`src/common/fmc_pkg.sv`:
```
`default_nettype none
package fmc_pkg;

    localparam logic [7:0] FLASH_CONFIG_OFFSET    = 8'h02;
    localparam logic [7:0] DC_LIGHT_CONFIG_OFFSET = 8'h01;

    localparam int VOLTAGE_FORCE_BIT = 7;
    localparam int MODE_HI           = 6;
    localparam int MODE_LO           = 5;
    localparam int OUTER_HI          = 4;
    localparam int OUTER_LO          = 3;
    localparam int CENTRE_HI         = 2;
    localparam int CENTRE_LO         = 0;

    localparam logic       VOLTAGE_FORCE_RESET = 1'b0;
    localparam logic [1:0] MODE_RESET          = 2'h0;
    localparam logic [1:0] OUTER_RESET         = 2'h0;
    localparam logic [2:0] CENTRE_RESET        = 3'h3;
    localparam logic [7:0] FLASH_CONFIG_RESET  = {VOLTAGE_FORCE_RESET, MODE_RESET,
                                                  OUTER_RESET, CENTRE_RESET};

    localparam logic [1:0] MODE_SHUTDOWN   = 2'h0;
    localparam logic [1:0] MODE_DC_LIGHT   = 2'h1;
    localparam logic [1:0] MODE_DC_FLASH   = 2'h2;
    localparam logic [1:0] MODE_VOLTAGE    = 2'h3;

    localparam longint CLK_HZ            = 25000000;
    localparam longint REFRESH_TIMEOUT_MS = 11200;
    localparam longint REFRESH_TIMEOUT_CYCLES = REFRESH_TIMEOUT_MS * CLK_HZ / 1000;

    // Currents in mA, indexed by code; low column then high-current column
    localparam logic [15:0] OUTER_MA_LO [4]  = '{16'h0113, 16'h014f, 16'h0181, 16'h01bd};
    localparam logic [15:0] OUTER_MA_HI [4]  = '{16'h0299, 16'h0307, 16'h037a, 16'h0401};
    localparam logic [15:0] CENTRE_MA_LO [8] = '{16'h0131, 16'h014f, 16'h0181, 16'h01f4,
                                                 16'h0262, 16'h0299, 16'h0307, 16'h0375};
    localparam logic [15:0] CENTRE_MA_HI [8] = '{16'h02d0, 16'h0307, 16'h0393, 16'h048d,
                                                 16'h05aa, 16'h060e, 16'h06ef, 16'h0802};

    typedef enum logic [3:0] {
        FMC_OP_SHUTDOWN = 4'h1,
        FMC_OP_DC_LIGHT = 4'h2,
        FMC_OP_DC_FLASH = 4'h4,
        FMC_OP_VOLTAGE  = 4'h8
    } fmc_op_t;

endpackage
`default_nettype wire

```
`src/fmc_current_lut.sv`:
```
`timescale 1ns/1ps
`default_nettype none
module fmc_current_lut (
    input  wire logic        core_clk,
    input  wire logic        resetn,
    input  wire logic        enable,
    input  wire logic        high_current_select,
    input  wire logic [1:0]  outer_code,
    input  wire logic [2:0]  centre_code,
    output logic      [15:0] outer_ma,
    output logic      [15:0] centre_ma
);
    typedef struct packed {
        logic [15:0] outer;
        logic [15:0] centre;
    } fmc_lut_state_t;

    fmc_lut_state_t state_reg;
    fmc_lut_state_t state_next;

    always_comb begin
        state_next = '0;
        if (enable) begin
            state_next.outer  = high_current_select ? fmc_pkg::OUTER_MA_HI[outer_code]
                                                    : fmc_pkg::OUTER_MA_LO[outer_code];
            state_next.centre = high_current_select ? fmc_pkg::CENTRE_MA_HI[centre_code]
                                                    : fmc_pkg::CENTRE_MA_LO[centre_code];
        end
    end

    always_ff @(posedge core_clk or negedge resetn) begin
        if (!resetn) begin
            state_reg <= '0;
        end else begin
            state_reg <= state_next;
        end
    end

    assign outer_ma  = state_reg.outer;
    assign centre_ma = state_reg.centre;
endmodule // fmc_current_lut
`default_nettype wire

```
`src/fmc_flash_config.sv`:
```
// Functional notes
// - Writing one to the voltage-mode force bit forces constant-voltage operation; zero restores normal.
// - Reading the force bit returns the level of the voltage-mode input pin, not the stored value.
// - Mode 00 is shutdown, 01 DC light, 10 DC light plus flash, 11 constant voltage.
// - The host rewrites the mode within 11.2 s, otherwise the device shuts down on the safety timeout.
// - A write to the mode bits also copies them into the mode bits of the DC-light register.
// - The outer code selects 275/335/385/445 mA, or 665/775/890/1025 mA with high current.
// - The centre code selects 305..885 mA, or 720..2050 mA with high current, per code.
// - Reset loads force 0, mode 00, outer 00, centre 011, so the register reads 0x03.
`timescale 1ns/1ps
`default_nettype none
module fmc_flash_config #(
    parameter longint TIMEOUT_CYCLES = fmc_pkg::REFRESH_TIMEOUT_CYCLES
) (
    input  wire logic        core_clk,
    input  wire logic        resetn,
    input  wire logic        reg_write,
    input  wire logic [7:0]  reg_addr,
    input  wire logic [7:0]  reg_wdata,
    input  wire logic        voltage_mode_pin,
    input  wire logic        high_current_select,
    output logic      [7:0]  flash_config_rdata,
    output logic             dc_light_mode_write,
    output logic      [1:0]  dc_light_mode_value,
    output logic      [3:0]  op_mode,
    output logic             voltage_source_active,
    output logic             timeout_shutdown,
    output logic      [15:0] outer_led_ma,
    output logic      [15:0] centre_led_ma
);
    typedef struct packed {
        logic                voltage_mode_force;
        logic [1:0]          mode;
        logic [1:0]          outer_led_flash_level;
        logic [2:0]          centre_led_flash_level;
        logic [7:0]          rdata;
        logic                mirror_write;
        logic [1:0]          mirror_value;
        fmc_pkg::fmc_op_t    op;
        logic                vsrc;
        logic                timed_out;
        logic [31:0]         refresh_count;
    } fmc_state_t;

    fmc_state_t state_reg;
    fmc_state_t state_next;
    logic       hit;
    logic       flash_ok;

    assign hit = reg_write && (reg_addr == fmc_pkg::FLASH_CONFIG_OFFSET);

    always_comb begin
        state_next = state_reg;
        state_next.mirror_write = 1'b0;
        if (hit) begin
            state_next.voltage_mode_force     = reg_wdata[fmc_pkg::VOLTAGE_FORCE_BIT];
            state_next.mode                   = reg_wdata[fmc_pkg::MODE_HI:fmc_pkg::MODE_LO];
            state_next.outer_led_flash_level  = reg_wdata[fmc_pkg::OUTER_HI:fmc_pkg::OUTER_LO];
            state_next.centre_led_flash_level =
                reg_wdata[fmc_pkg::CENTRE_HI:fmc_pkg::CENTRE_LO];
            state_next.mirror_write  = 1'b1;
            state_next.mirror_value  = reg_wdata[fmc_pkg::MODE_HI:fmc_pkg::MODE_LO];
            state_next.refresh_count = '0;
            state_next.timed_out     = 1'b0;
        end else if (state_reg.mode != fmc_pkg::MODE_SHUTDOWN) begin
            if (state_reg.refresh_count >= 32'(TIMEOUT_CYCLES - 1)) begin
                state_next.mode          = fmc_pkg::MODE_SHUTDOWN;
                state_next.timed_out     = 1'b1;
                state_next.refresh_count = '0;
            end else begin
                state_next.refresh_count = state_reg.refresh_count + 32'h1;
            end
        end
        // Read value shows the pin for the force bit
        state_next.rdata = {voltage_mode_pin, state_next.mode,
                            state_next.outer_led_flash_level,
                            state_next.centre_led_flash_level};
        unique case (state_next.mode)
            fmc_pkg::MODE_SHUTDOWN: state_next.op = fmc_pkg::FMC_OP_SHUTDOWN;
            fmc_pkg::MODE_DC_LIGHT: state_next.op = fmc_pkg::FMC_OP_DC_LIGHT;
            fmc_pkg::MODE_DC_FLASH: state_next.op = fmc_pkg::FMC_OP_DC_FLASH;
            fmc_pkg::MODE_VOLTAGE:  state_next.op = fmc_pkg::FMC_OP_VOLTAGE;
        endcase
        state_next.vsrc = state_next.voltage_mode_force
                          || (state_next.mode == fmc_pkg::MODE_VOLTAGE);
    end

    always_ff @(posedge core_clk or negedge resetn) begin
        if (!resetn) begin
            state_reg <= '{voltage_mode_force:     fmc_pkg::VOLTAGE_FORCE_RESET,
                           mode:                   fmc_pkg::MODE_RESET,
                           outer_led_flash_level:  fmc_pkg::OUTER_RESET,
                           centre_led_flash_level: fmc_pkg::CENTRE_RESET,
                           rdata:                  fmc_pkg::FLASH_CONFIG_RESET,
                           mirror_write:           1'b0,
                           mirror_value:           fmc_pkg::MODE_RESET,
                           op:                     fmc_pkg::FMC_OP_SHUTDOWN,
                           vsrc:                   1'b0,
                           timed_out:              1'b0,
                           refresh_count:          32'h0};
        end else begin
            state_reg <= state_next;
        end
    end

    // Flash currents only while the mode permits flash; codes stay held otherwise
    assign flash_ok = (state_reg.op == fmc_pkg::FMC_OP_DC_FLASH);

    fmc_current_lut u_lut (
        .core_clk            (core_clk),
        .resetn              (resetn),
        .enable              (flash_ok),
        .high_current_select (high_current_select),
        .outer_code          (state_reg.outer_led_flash_level),
        .centre_code         (state_reg.centre_led_flash_level),
        .outer_ma            (outer_led_ma),
        .centre_ma           (centre_led_ma)
    );

    assign flash_config_rdata    = state_reg.rdata;
    assign dc_light_mode_write   = state_reg.mirror_write;
    assign dc_light_mode_value   = state_reg.mirror_value;
    assign op_mode               = state_reg.op;
    assign voltage_source_active = state_reg.vsrc;
    assign timeout_shutdown      = state_reg.timed_out;
endmodule // fmc_flash_config
`default_nettype wire

```
`config.mk`:
```
export PLATFORM = sky130hd
export DESIGN_NAME = fmc_flash_config
export DESIGN_NICKNAME = d
export VERILOG_FILES = /design/src/common/fmc_pkg.sv /design/src/fmc_current_lut.sv /design/src/fmc_flash_config.sv
export SDC_FILE = /design/constraint.sdc
export NUM_CORES = 1
export LEC_CHECK = 0
export ABC_AREA = 1
export BUFFER_PORTS_ARGS = -buffer_cell sky130_fd_sc_hd__buf_2
export CAP_MARGIN = 20
export CORE_ASPECT_RATIO = 1.5
export CORE_MARGIN = 3
export CORE_UTILIZATION = 57
export DETAILED_ROUTE_END_ITERATION = 12
export PLACE_DENSITY = 0.81
export SLEW_MARGIN = 30
export SYNTH_ARGS = -nofsm -noshare
export SYNTH_HDL_FRONTEND = slang
export SYNTH_HIERARCHICAL = 1
export SYNTH_SLANG_ARGS = --single-unit
```
`constraint.sdc`:
```
create_clock -name core_clk -period 1.8 [get_ports core_clk]
set_clock_uncertainty 0.1 [all_clocks]
set_input_delay 0.36 -clock core_clk [delete_from_list [all_inputs] [get_ports core_clk]]
set_output_delay 0.36 -clock core_clk [all_outputs]
set_load 0.01 [all_outputs]
```
==> results.yml <==
run_status:
  status: "finished clean"
critical_path:
  max_stage_delay_ns: 0.41
  path_class: "reg -> reg"
  start_kind: "register"
  crit_start: "state_reg[0]$_DFFE_PN0P_"
  cp_top_family: "simple AND/OR/NAND/NOR gates"
  crit_chain: "buf_4, nand3_1, inv_1, nand3_1, nor2_4, nand4_1, nand2_1, nand2_1, nor2_1"
  r2r-start: "state_reg[0]$_DFFE_PN0P_"
  critPathBufInv: 2
  arrival_ns: 1.92
  cpMaxStageDelayCell: "dfrtp_1"
  end_kind: "register"
  worstPathMaxFanout: 4
  worst_ep_required_time_ns: 1.99
cells_and_area:
  multi_input_area_um2: 1919
  fillers: 558
  design_area_um2: 4923
  seq_area_um2: 1836
  largest_reg_flops: 33
  flow.area_growth_from_synthesis_pct: 18.10
  final_layout_size_suffix_gt1_share_pct: 25.57
  nets: 643
  n_antenna_cell: 0
clock_tree:
  clock_latency_ns: 0.36
  h-tree-depth: 3
  clock_sinks: 73
  cts_tree: "done"
  cts_root_buffer: "clkbuf_8"
  numCtsBuffers: 9
  cts_buffer_depth: 2
  path_clk_slew_ns: 0.07
yosys:
  synthTopCellsByArea: "dfrtp_1 (42%), nand2_1 (13%), nor2_1 (6.2%), inv_1 (5.7%), buf_4 (4.5%)"
  synth_flop_cell: "dfrtp_1"
  synth_warnings: 6
  yosysUniqueCellTypes: 37
  synth_edf_count: 0
  yosys.area.top_type: "dfrtp_1"
  postSynthAreaPerCell_um2: 7.807
  netlist_instances: 534
  ys_seq_area_share_pct: 43.91
  netlist_area_um2: 4169
  async_reset_ff_share_pct: 100.0
  synth.most_common_cell: "nand2_1"
  synthTopCellsByCount: "nand2_1 (142), dfrtp_1 (70), nor2_1 (69)"
  synth-seq-cells: 73
  synth_top_area_share_pct: 42.02
timing:
  maxSlewViolCount: 0
  hold_viol: 0
  hold_slack_ns: 0.1067
  max_clock_freq_mhz: 576.2
  post-route-min-period_ns: 1.736
  timing.final.crit_share_pct: 96.42
  finalSetupViolCount: 0
floorplanning:
  dieWidth_um: 75.83
  row_count: 37
  core-area_um2: 6990
  die_y_um: 110.7
  num_io_pins: 70
  die-area_um2: 8397
  start_util_pct: 59.64
routing:
  first_iter_violations: 153
  wire_per_inst_um: 13.43
  num_vias: 3610
  ant_nets: 0
  avgViaCountPerCell: 5.077
  drc: 0
  drt-total-wl_mm: 9.551
  firstDrtPassIters: 5
place:
  io_buffers: 60
  dp_hpwl_mm: 7.039
  place.gp.congestion: 1.037
  post_dp_cell_area_um2: 4559
pwr:
  power.density_nw_per_um2: 699.7
  leakage_nw: 2.606
  vdd_drop_max_v: 0.0006142
global_route:
  overflow: 0
  antenna_found_initial: 0
  grt_max_degree: 74
  grt_pass1_vias: 3469
  grt_first_pass_wirelength_mm: 15.49
  grt_util_all_layers_pct: 23.89
run:
  cap_violations: 0
worst_hold_path:
  min_path_type: "in -> reg"
  hold_start: "reg_wdata[4]"
-- power by group --
part           leakage (nW)  internal [W]  switching, W
combinational          1.51      0.000156      0.000223
sequential            0.990       0.00169     0.0000581
clock                 0.103      0.000716      0.000600
total                  2.61       0.00256      0.000881
-- layer usage --
layer	GRT usage (%)	share of wire, %
met1	25.22	35
met2	42.22	56
met3	5.898	5.2
met4	10.97	3.7
met5	0	0
-- metrics by stage --
stage	std cells	power [W]	utilization, %	setup WS [ns]	TNS [ns]
after detailed placement	685	0.002093	65.22	0.02630	0
final	711	0.003445	70.43	0.06448	0
after CTS	703	0.003423	68.48	0.02530	0
after global routing	711	0.003598	70.43	-0.03432	-0.1304
after global placement	685	0.002086	65.22	0.1101	0
after floorplan	542	0.001981	-	0.1746	0
-- worst min-delay path: stages --
cell and delay [ns]:
buf_2 0.08, nand2_1 0.05, nand2_1 0.05
-- cells in the final DEF, fill, tap and decap left out, types with 6 or more instances in the layout --
cell type / Yosys / layout
nand2_1: 142 / 142
nor2_1: 69 / 68
dfrtp_1: 70 / 66
inv_1: 63 / 63
buf_2: 3 / 60
nand3_1: 29 / 29
buf_4: 25 / 23
o21ai_0: 17 / 17
nor2_2: 16 / 13
xor2_1: 12 / 12
ha_1: 13 / 12
clkbuf_8: 0 / 11
nand4_1: 10 / 10
conb_1: 1 / 9
nand2_2: 8 / 8
a21oi_1: 9 / 8
nor3_1: 9 / 7
nor2_4: 2 / 6
-- cell families (layout without fill, tap and decap cells) --
group	count (synthesis)	after routing	share of synthesized area (%)
DFF	73	73	43.91
adders and majority gates	13	13	3.902
AOI/OAI and AO/OA	32	32	3.991
buffers and inverters	101	173	12.48
and+or+nand+nor	301	301	32.89
other	1	9	0.08995
xor gates and xnor gates	13	13	2.731
-- final timing paths --
kind | endpoint | slack (ns) | cells after the start
min in group asynchronous | u_lut/outer_ma[8]$_DFF_PN0_ | 0.45 | 3
min reg2reg | dc_light_mode_value[1]$_DFFE_PN0P_ | 0.38 | 2
max | state_reg[19]$_DFFE_PN0P_ | 0.06 | 9
max in group asynchronous | op_mode[0]$_DFF_PN1_ | 0.82 | 3
max reg2reg | state_reg[19]$_DFFE_PN0P_ | 0.06 | 9
min | flash_config_rdata[4]$_DFFE_PN0P_ | 0.11 | 3
-- cell type report --
| cell class | instances | share of cell area, % |
|---|---|---|
| sequential | 73 | 37.28 |
| clock inverter | 4 | 1.042 |
| timing repair buffer | 89 | 11.64 |
| inverter | 68 | 5.438 |
| tap | 97 | 2.465 |
| multi-input combinational | 368 | 38.98 |
| clock buffer | 12 | 3.151 |
-- repair_timing --
| item | CTS | global route |
|---|---|---|
| pin swaps | 0 | 5 |
| setup buffers | 0 | 8 |
| endpoints found under the setup margin | 1 | 27 |
| hold buffers | 2 | 0 |
| resized for setup | 1 | 17 |
| hold endpoints to repair | 71 | 0 |
No activity file was read; power rests on OpenSTA's default activity.
